$ cat config.mk
export PLATFORM = sky130hd
export DESIGN_NAME = jcfg_unit
export DESIGN_NICKNAME = d
export VERILOG_FILES = /design/src/hdl/jcfg_pkg.sv /design/src/hdl/jcfg_sync.sv /design/src/hdl/jcfg_unit.sv
export SDC_FILE = /design/constraint.sdc
export NUM_CORES = 2
export LEC_CHECK = 0
export BUFFER_PORTS_ARGS = -buffer_cell sky130_fd_sc_hd__buf_2
export CAP_MARGIN = 20
export CORE_UTILIZATION = 40
export CTS_CLUSTER_SIZE = 14
export DETAILED_ROUTE_END_ITERATION = 12
export GPL_TIMING_DRIVEN = 1
export PLACE_DENSITY = 0.67
export RECOVER_POWER = 50
export REMOVE_ABC_BUFFERS = 1
export SLEW_MARGIN = 20
export SYNTH_ARGS = -nofsm -noshare
export SYNTH_HDL_FRONTEND = slang
export SYNTH_HIERARCHICAL = 1
export SYNTH_SLANG_ARGS = --single-unit
$ cat constraint.sdc
create_clock -name clk -period 23.7 [get_ports clk]
set_input_delay 2.37 -clock clk [delete_from_list [all_inputs] [get_ports clk]]
set_output_delay 2.37 -clock clk [all_outputs]
set_load 0.1 [all_outputs]
$ cat src/hdl/jcfg_pkg.sv
// constants, types and opcodes shared by the configuration instruction unit
package jcfg_pkg;

  // instruction register and chain widths
  localparam int          JCFG_IR_W       = 10;
  localparam int          JCFG_BSR_LEN    = 174;
  localparam int          JCFG_ID_W       = 32;
  localparam int          JCFG_SYNC_STAGES = 2;

  // instruction opcodes
  localparam logic [9:0]  JCFG_OP_SAMPLE  = 10'h055;
  localparam logic [9:0]  JCFG_OP_EXTEST  = 10'h000;
  localparam logic [9:0]  JCFG_OP_BYPASS  = 10'h3FF;
  localparam logic [9:0]  JCFG_OP_IDCODE  = 10'h059;
  localparam logic [9:0]  JCFG_OP_USER    = 10'h079;
  localparam logic [9:0]  JCFG_OP_INIT    = 10'h061;
  localparam logic [9:0]  JCFG_OP_HOLD    = 10'h065;

  // value loaded into the instruction shifter on capture
  localparam logic [9:0]  JCFG_IR_CAPTURE = 10'h001;
  // instruction after reset or test-logic-reset
  localparam logic [9:0]  JCFG_IR_RESET   = JCFG_OP_IDCODE;
  // identification code, arbitrary value with mandatory lsb of one
  localparam logic [31:0] JCFG_IDCODE_DEF = 32'h0A5C_3E01;

  // test access port controller states
  typedef enum logic [3:0] {
    TAP_RESET, TAP_IDLE, TAP_SEL_DR, TAP_CAP_DR, TAP_SH_DR, TAP_EX1_DR, TAP_PAU_DR, TAP_EX2_DR, TAP_UPD_DR,
    TAP_SEL_IR, TAP_CAP_IR, TAP_SH_IR, TAP_EX1_IR, TAP_PAU_IR, TAP_EX2_IR, TAP_UPD_IR
  } jcfg_tap_e;

  // data register selected by the current instruction
  typedef enum logic [1:0] {
    SEL_BYPASS, SEL_IDCODE, SEL_USER, SEL_BSR
  } jcfg_sel_e;

  // the three test port inputs travelling together
  typedef struct packed {
    logic tck;
    logic tms;
    logic tdi;
  } jcfg_tap_pins_s;

endpackage : jcfg_pkg

$ cat src/hdl/jcfg_sync.sv
// two-stage synchroniser for a bus of asynchronous levels
`timescale 1ns/1ps
module jcfg_sync
  import jcfg_pkg::*;
#(
  parameter int WIDTH = 1
) (
  input  wire logic             clk,
  input  wire logic             rst,
  input  wire logic [WIDTH-1:0] async_in,
  output logic      [WIDTH-1:0] sync_out
);

  logic [WIDTH-1:0] meta_r;

  // first stage feeds only the second stage
  always_ff @(posedge clk or posedge rst) begin
    if (rst) begin
      meta_r   <= '0;
      sync_out <= '0;
    end else begin
      meta_r   <= async_in;
      sync_out <= meta_r;
    end
  end

endmodule : jcfg_sync

$ cat src/hdl/jcfg_unit.sv
// test access port, instruction decode, scan registers and configuration-initiate drive
`timescale 1ns/1ps
module jcfg_unit
  import jcfg_pkg::*;
#(
  parameter logic [31:0] IDCODE_VALUE = JCFG_IDCODE_DEF  // arbitrary identification value
) (
  input  wire logic                    clk,
  input  wire logic                    rst,
  input  wire logic                    por_done,
  input  wire jcfg_tap_pins_s          tap_pins,
  output logic                         tdo,
  output logic                         tdo_oe,
  input  wire logic [JCFG_ID_W-1:0]    usercode_value,
  input  wire logic [JCFG_BSR_LEN-1:0] pin_in,
  input  wire logic [JCFG_BSR_LEN-1:0] core_out,
  output logic      [JCFG_BSR_LEN-1:0] pin_out,
  output logic                         extest_active,
  output logic                         init_conf_out,
  output logic                         init_conf_oe
);

  jcfg_tap_pins_s            pins_s;
  logic [JCFG_BSR_LEN-1:0]   pin_s;
  logic                      tck_d_r;
  logic                      tck_rise;
  logic                      tck_fall;
  jcfg_tap_e                 tap_state_r;
  jcfg_tap_e                 tap_nxt;
  logic [JCFG_IR_W-1:0]      ir_shift_r;
  logic [JCFG_IR_W-1:0]      ir_r;
  jcfg_sel_e                 sel;
  logic                      bypass_r;
  logic [JCFG_ID_W-1:0]      id_shift_r;
  logic [JCFG_BSR_LEN-1:0]   bsr_shift_r;
  logic [JCFG_BSR_LEN-1:0]   bsr_upd_r;
  logic                      hold_r;
  logic                      tdo_bit;

  // test port pins and boundary inputs come from outside this clock
  jcfg_sync #(.WIDTH(3)) u_sync_tap (
    .clk      (clk),
    .rst      (rst),
    .async_in (tap_pins),
    .sync_out (pins_s)
  );

  jcfg_sync #(.WIDTH(JCFG_BSR_LEN)) u_sync_pins (
    .clk      (clk),
    .rst      (rst),
    .async_in (pin_in),
    .sync_out (pin_s)
  );

  // tck edge detection on the synchronised level
  always_ff @(posedge clk or posedge rst) begin
    if (rst) begin
      tck_d_r <= 1'b0;
    end else begin
      tck_d_r <= pins_s.tck;
    end
  end

  assign tck_rise = pins_s.tck & ~tck_d_r;
  assign tck_fall = ~pins_s.tck & tck_d_r;

  // standard controller transitions on tms
  always_comb begin
    tap_nxt = tap_state_r;
    case (tap_state_r)
      TAP_RESET:  tap_nxt = pins_s.tms ? TAP_RESET  : TAP_IDLE;
      TAP_IDLE:   tap_nxt = pins_s.tms ? TAP_SEL_DR : TAP_IDLE;
      TAP_SEL_DR: tap_nxt = pins_s.tms ? TAP_SEL_IR : TAP_CAP_DR;
      TAP_CAP_DR: tap_nxt = pins_s.tms ? TAP_EX1_DR : TAP_SH_DR;
      TAP_SH_DR:  tap_nxt = pins_s.tms ? TAP_EX1_DR : TAP_SH_DR;
      TAP_EX1_DR: tap_nxt = pins_s.tms ? TAP_UPD_DR : TAP_PAU_DR;
      TAP_PAU_DR: tap_nxt = pins_s.tms ? TAP_EX2_DR : TAP_PAU_DR;
      TAP_EX2_DR: tap_nxt = pins_s.tms ? TAP_UPD_DR : TAP_SH_DR;
      TAP_UPD_DR: tap_nxt = pins_s.tms ? TAP_SEL_DR : TAP_IDLE;
      TAP_SEL_IR: tap_nxt = pins_s.tms ? TAP_RESET  : TAP_CAP_IR;
      TAP_CAP_IR: tap_nxt = pins_s.tms ? TAP_EX1_IR : TAP_SH_IR;
      TAP_SH_IR:  tap_nxt = pins_s.tms ? TAP_EX1_IR : TAP_SH_IR;
      TAP_EX1_IR: tap_nxt = pins_s.tms ? TAP_UPD_IR : TAP_PAU_IR;
      TAP_PAU_IR: tap_nxt = pins_s.tms ? TAP_EX2_IR : TAP_PAU_IR;
      TAP_EX2_IR: tap_nxt = pins_s.tms ? TAP_UPD_IR : TAP_SH_IR;
      TAP_UPD_IR: tap_nxt = pins_s.tms ? TAP_SEL_DR : TAP_IDLE;
      default:    tap_nxt = TAP_RESET;
    endcase
  end

  // controller advances on tck rise, held in reset until power-on completes
  always_ff @(posedge clk or posedge rst) begin
    if (rst) begin
      tap_state_r <= TAP_RESET;
    end else if (!por_done) begin
      tap_state_r <= TAP_RESET;
    end else if (tck_rise) begin
      tap_state_r <= tap_nxt;
    end
  end

  // instruction shifter: capture fixed pattern, shift ten bits lsb first
  always_ff @(posedge clk or posedge rst) begin
    if (rst) begin
      ir_shift_r <= JCFG_IR_CAPTURE;
    end else if (tck_rise && tap_state_r == TAP_CAP_IR) begin
      ir_shift_r <= JCFG_IR_CAPTURE;
    end else if (tck_rise && tap_state_r == TAP_SH_IR) begin
      ir_shift_r <= {pins_s.tdi, ir_shift_r[JCFG_IR_W-1:1]};
    end
  end

  // instruction latch updates on tck fall in update-ir
  always_ff @(posedge clk or posedge rst) begin
    if (rst) begin
      ir_r <= JCFG_IR_RESET;
    end else if (tap_state_r == TAP_RESET) begin
      ir_r <= JCFG_IR_RESET;
    end else if (tck_fall && tap_state_r == TAP_UPD_IR) begin
      ir_r <= ir_shift_r;
    end
  end

  // data register selection; unlisted opcodes fall back to bypass
  always_comb begin
    case (ir_r)
      JCFG_OP_SAMPLE: sel = SEL_BSR;
      JCFG_OP_EXTEST: sel = SEL_BSR;
      JCFG_OP_IDCODE: sel = SEL_IDCODE;
      JCFG_OP_USER:   sel = SEL_USER;
      default:        sel = SEL_BYPASS;
    endcase
  end

  // one-bit bypass stage: cleared on capture, takes tdi on shift
  always_ff @(posedge clk or posedge rst) begin
    if (rst) begin
      bypass_r <= 1'b0;
    end else if (tck_rise && sel == SEL_BYPASS && tap_state_r == TAP_CAP_DR) begin
      bypass_r <= 1'b0;
    end else if (tck_rise && sel == SEL_BYPASS && tap_state_r == TAP_SH_DR) begin
      bypass_r <= pins_s.tdi;
    end
  end

  // identification and user code share one 32-bit shifter
  always_ff @(posedge clk or posedge rst) begin
    if (rst) begin
      id_shift_r <= '0;
    end else if (tck_rise && tap_state_r == TAP_CAP_DR && sel == SEL_IDCODE) begin
      id_shift_r <= IDCODE_VALUE;
    end else if (tck_rise && tap_state_r == TAP_CAP_DR && sel == SEL_USER) begin
      id_shift_r <= usercode_value;
    end else if (tck_rise && tap_state_r == TAP_SH_DR && (sel == SEL_IDCODE || sel == SEL_USER)) begin
      id_shift_r <= {pins_s.tdi, id_shift_r[JCFG_ID_W-1:1]};
    end
  end

  // boundary chain captures synchronised pins and shifts 174 cells
  always_ff @(posedge clk or posedge rst) begin
    if (rst) begin
      bsr_shift_r <= '0;
    end else if (tck_rise && tap_state_r == TAP_CAP_DR && sel == SEL_BSR) begin
      bsr_shift_r <= pin_s;
    end else if (tck_rise && tap_state_r == TAP_SH_DR && sel == SEL_BSR) begin
      bsr_shift_r <= {pins_s.tdi, bsr_shift_r[JCFG_BSR_LEN-1:1]};
    end
  end

  // update stage loads on tck fall; preload under sample keeps pins untouched
  always_ff @(posedge clk or posedge rst) begin
    if (rst) begin
      bsr_upd_r <= '0;
    end else if (tck_fall && tap_state_r == TAP_UPD_DR && sel == SEL_BSR) begin
      bsr_upd_r <= bsr_shift_r;
    end
  end

  // pins follow the core unless extest hands them to the update stage
  always_ff @(posedge clk or posedge rst) begin
    if (rst) begin
      pin_out       <= '0;
      extest_active <= 1'b0;
    end else begin
      extest_active <= (ir_r == JCFG_OP_EXTEST);
      pin_out       <= (ir_r == JCFG_OP_EXTEST) ? bsr_upd_r : core_out;
    end
  end

  // tdo source of the selected path
  always_comb begin
    case (tap_state_r)
      TAP_SH_IR: tdo_bit = ir_shift_r[0];
      default: begin
        case (sel)
          SEL_IDCODE: tdo_bit = id_shift_r[0];
          SEL_USER:   tdo_bit = id_shift_r[0];
          SEL_BSR:    tdo_bit = bsr_shift_r[0];
          default:    tdo_bit = bypass_r;
        endcase
      end
    endcase
  end

  // tdo changes on tck fall and is driven only while shifting
  always_ff @(posedge clk or posedge rst) begin
    if (rst) begin
      tdo    <= 1'b0;
      tdo_oe <= 1'b0;
    end else if (tck_fall) begin
      tdo    <= tdo_bit;
      tdo_oe <= (tap_state_r == TAP_SH_IR || tap_state_r == TAP_SH_DR);
    end
  end

  // hold flag: set by hold-configuration update, cleared only by start-configuration update or by rst
  always_ff @(posedge clk or posedge rst) begin
    if (rst) begin
      hold_r <= 1'b0;
    end else if (tck_fall && tap_state_r == TAP_UPD_IR && ir_shift_r == JCFG_OP_HOLD) begin
      hold_r <= 1'b1;
    end else if (tck_fall && tap_state_r == TAP_UPD_IR && ir_shift_r == JCFG_OP_INIT) begin
      hold_r <= 1'b0;
    end
  end

  // open-drain initiate pin: pulled low while held or while idling under start-configuration
  always_ff @(posedge clk or posedge rst) begin
    if (rst) begin
      init_conf_oe <= 1'b0;
    end else begin
      init_conf_oe <= hold_r || (ir_r == JCFG_OP_INIT && tap_state_r == TAP_IDLE);
    end
  end

  // never drives high, the board pull-up releases the target
  assign init_conf_out = 1'b0;
endmodule : jcfg_unit

Word level (Yosys, flattened, before mapping)
Index checks and enable logic that the tools add are counted.
- flip-flop bits (word level): 939
- logic and storage cells: 114
- output and inout bits: 179
- equal/unequal tests: 25
- mux-type cells: 32
- bitwise logic cells: 4
- reductions and logical operators: 35
- operators by type and width (operator ; number):
    two-way mux 174 bit ; 3
    two-way mux 32 bit ; 3
    == test 10 x 7 -> 1 bit, second input constant ; 6
    case mux 4 bit (12 select lines) ; 1
    two-way mux 10 bit ; 4
    == test 4 bit, second input constant ; 8
    two-way mux 4 bit ; 6
    logical AND 1 bit ; 18
    == test 4 x 3 -> 1 bit, second input constant ; 4
    logical NOT 10 bit ; 1
    nonzero test 2 bit ; 5
    == test 4 x 2 -> 1 bit, second input constant ; 2
    two-way mux 1 bit ; 8
    OR reduction 2 bit ; 4
    two-way mux 2 bit ; 3
    two-way mux 3 bit ; 2
    case mux 2 bit (3 select lines) ; 1
    == test 2 bit, second input constant ; 2
    == test 4 x 1 -> 1 bit, second input constant ; 1
    logical NOT 4 bit ; 1
    logical OR 1 bit ; 3
    nonzero test 3 bit ; 1
    OR reduction 3 bit ; 1
    AND 1 bit ; 2
    other kinds (5) ; 6

Depth between registers and ports, before layout
- depth in word-level cells: 9
- depth in mapped cells: 11
- gate-level depth less buffers: 9

Cells and area by module
The synthesis kept the hierarchy.
- modules (own cells, without submodules) (module ; times used ; seq. area each (um2) ; area an instance (um2) ; cells an instance):
    jcfg_unit ; 1 ; 14645.3 ; 24682.4 ; 1808
    jcfg_sync at u_sync_pins ; 1 ; 8708.4 ; 8712.1 ; 349
    jcfg_sync at u_sync_tap ; 1 ; 150.1 ; 153.9 ; 7

Least setup slack after synthesis
No wires, ideal clock.
- path kind: register to output
- start: register tdo
- end: output tdo
- arrival: 0.898 ns
- slack: 20.432 ns
- required time: 21.330 ns
- cell stages (with the launch flop): 1
- cell sequence: dfrtp_1
- RTL lines (element ; RTL line ; source):
    start: declaration ; jcfg_unit.sv:12 ; output logic tdo,
    start signal: assignment ; jcfg_unit.sv:211 ; tdo <= tdo_bit;
No word-level cell between the ends.

==> summary.md <==
| Metric | Value |
|---|---|
| Vias in the first global route | 20800 |
| Placeable Area | 0.0825 mm^2 |
| DR vias | ~19000 |
| Antenna-violating nets left | 0 |
| Root buf cell | clkbuf_16 |
| Die width | roughly 290 um |
| Final hold vios | 0 |
| Status | finished, violations left |
| Total Routing Usage GR | ~18% |
| Worst Tran Pin Value | 6110 ps |
| Failing checks | capacitance limit, slew limit |
| Async set-reset flop share out of synthesis | 100% |
| Die area | 0.0850 mm^2 |
| Slowest-stage cell, CP | clkinvlp_2 |
| Crit-path cells | clkbuf_1 > clkinvlp_2 > clkbuf_1 > buf_4 |
| Setup violators final | 0 |
| Synthesis warning total | 6 |
| CP most frequent cell | clkbuf_1 |
| Largest net degree at the start of global routing | 137 |
| Number of buffers and inverters on the critical path | 4 |
| IO Count | ~570 |
| Routed wire length | ~74 mm |
| CTS tree | yes |
| Post-CTS Resized | 0 |
| Rows | 105 |
| Worst EP required | approximately 24000 ps |
| P_leak | 18.2 nW |
| Ratio of final minimum period to clock period | approximately 40% |
| First-pass GRT wire length | 117 mm |
| Ys flop type | dfrtp_1 |
| Tmin final | around 9500 ps |
| Mean Syn Cell Area | 15.5 um^2 |
| Crit path launch type | input port |
| HPWL Detailed | between 40 and 50 mm |
| Port Buffers | 563 |
| Setup TNS | 0 ps |
| CTS Hold Bufs | 0 |
| DR iter-0 viols | around 940 |
| Hold Crit Class | reg2reg |
| Area growth syn-to-layout | 19.2% |
| Grt ovf | 0 |
| 1st-pass router iterations | 4 |
| Post-synth EDFFs | 0 |
| TritonCTS buffer count | between 90 and 100 |
| Most frequent cells in the layout | 934 x dfrtp_1, 523 x buf_2, 237 x mux2_2 |
| Vias/cell | 4.86 |
| Netlist Area Pre-Place | roughly 0.034 mm^2 |
| H-tree lvl count | 3 |
| Max_cap viols | 11 |
| R2R setup slack | around 15000 ps |
| Syn Inst Count | around 2200 |
| Power per cell area | 86.7 mW/mm^2 |
| Seq/Total Area, Yosys | a little over two thirds |
| Netlist cell types | 58 |
| CP Class | in2async |
| Leading cell type in the layout, fill and taps excluded | dfrtp_1 |
| Critical Path AT | roughly 10000 ps |
| DR WL/cell | between 15 and 20 um |
| Unrepaired setup endpoints after global routing | no |
| Post-synth top area cell | dfrtp_1 |
| Synth area leaders | dfrtp_1 70%, mux2_2 8.1%, mux2i_1 6.2%, mux2_4 4.5%, nand2_1 2.4% |
| Slew HR | -309% |
| Largest vdd supply drop | about 0.053 mV |
| Worst skew pair latency | around 640 ps |
| Post-route non-filler standard cell count | approximately 3900 |
| Skew final | about 35 ps |
| Clk sinks | ~940 |
| Yosys reg bits | roughly 940 |
| Achievable frequency | about 110 MHz |
| Gp weighted congestion | slightly above 0.8 |
| Clock Pin Slew Worst Setup and Hold Paths | around 60 ps |
| Slew Viols, Final | 760 |
| Post-CTS setup buffers | 0 |
| Post-synth top area share | approximately 70% |
| Clock Path Buffers | 3 |
| Antenna violations before repair | 13 |
| Crit. End Element | asynchronous set/reset pin |
| Starting Density | approximately 41% |
| Layout cells sized above 1 | roughly a third |
| Drt drc | 0 |
| Crit path max fanout | between 100 and 150 |
| Critical Path Max Stage Delay | around 3400 ps |
| Placed cells | 3700 |
| # nets final | approximately 3100 |
| Die H | 292 um |
| Crit-path leading delay family | buffers and inverters |
## synth_stat cells, types with 2 or more instances
cell type / n
o21ai_1: 148
ha_1: 5
mux2_1: 9
dfstp_2: 5
mux2i_1: 207
buf_12: 11
nor2b_1: 8
nand4b_1: 2
mux2_2: 240
buf_4: 8
o2bb2ai_1: 20
dfrtp_1: 934
inv_1: 9
clkbuf_1: 37
nor2_1: 12
nor3_1: 5
nand4_1: 4
nand3_1: 6
nand2b_1: 3
a31oi_1: 3
buf_6: 24
a221oi_1: 2
nand3b_1: 2
o21ai_0: 54
a2bb2oi_1: 12
o311ai_0: 2
buf_2: 41
a21oi_1: 8
nand2_1: 213
and3_1: 3
mux2_4: 100
## through the flow
| step | power (W) | area, um^2 | hold slack, ps | setup WS (ps) | util, % |
|---|---|---|---|---|---|
| final | 0.00347 | 40000 | 343 | 14190 | 48.5 |
| after global routing | 0.00359 | 40000 | 349 | 12610 | 48.5 |
| after floorplan | 0.00185 | 32700 | 331 | 4970 | - |
| after detailed placement | 0.00192 | 37000 | 335 | 18480 | 44.9 |
| after global placement | 0.00192 | 37000 | 332 | 18590 | 44.9 |
| after CTS | 0.00352 | 40400 | 342 | 18680 | 49.0 |
## area by class of cell
type                            count  area, um^2
Antenna cell                        3        7.51
Tap cell                         1070        1340
Fill cell                        7191       42500
Inverter                           10        41.3
Sequential cell                   939       23500
Timing Repair Buffer              589        2950
Clock buffer                      137        2800
Clock inverter                     35         594
Multi-Input combinational cell   1094        8740
## layer usage
metal	GRT usage, %	vias up	wire (um)
met2	29.6	537	37000
met5	0	-	142
met3	3.85	124	4240
met1	22.5	9561	31300
li1	-	8587	-
met4	5.38	20	1540
## final timing paths
check | startpoint | to | depth (start not counted)
max | rst | bsr_upd_r[27] | 4
min | u_sync_pins/meta_r[152] | u_sync_pins/sync_out[152] | 0
max reg2reg | ir_r[3] | pin_out[49] | 5
min reg2reg | u_sync_pins/meta_r[152] | u_sync_pins/sync_out[152] | 0
max in group clk | ir_r[3] | pin_out[49] | 5
min in group asynchronous | rst | u_sync_tap/meta_r[1] | 2
## logic make-up (layout without fill, tap and decap cells)
logic type	after synthesis	count (layout)	share of synthesized area, %
DFF	939	939	70.1
muxes	556	556	19.0
and+or+nand+nor	267	267	3.38
AOI/OAI and AO/OA	263	263	4.52
buffers and inverters	131	771	2.78
adders and majority gates	5	5	0.186
xor gates and xnor gates	2	2	0.0522
other	1	4	0.0112
## worst reg2reg max path, cell delays in order, from the launching register on
cell and delay [ps]:
dfstp_1 620, nor2_1 100, nand3_1 200, clkinvlp_2 4370
clkbuf_1 2190, mux2_1 810
## registers in the layout, indices dropped and copies added (netlist names), 3 cells and up
name and cells:
bsr_shift_r 174, u_sync_pins/sync_out 174, u_sync_tap/meta_r 3, tap_state_r 4, u_sync_pins/meta_r 174, ir_r 10, pin_out 174, id_shift_r 32
ir_shift_r 10, u_sync_tap/sync_out 3, bsr_upd_r 174
## report_power, final
group | internal (W) | leakage [nW] | switching (W)
Clock | 0.000957 | 1.66 | 0.000625
Sequential | 0.00165 | 11.9 | 0.0000151
Combinational | 0.0000440 | 4.63 | 0.000176
Total | 0.00265 | 18.2 | 0.000816
Power figures use the tool's default switching activity.
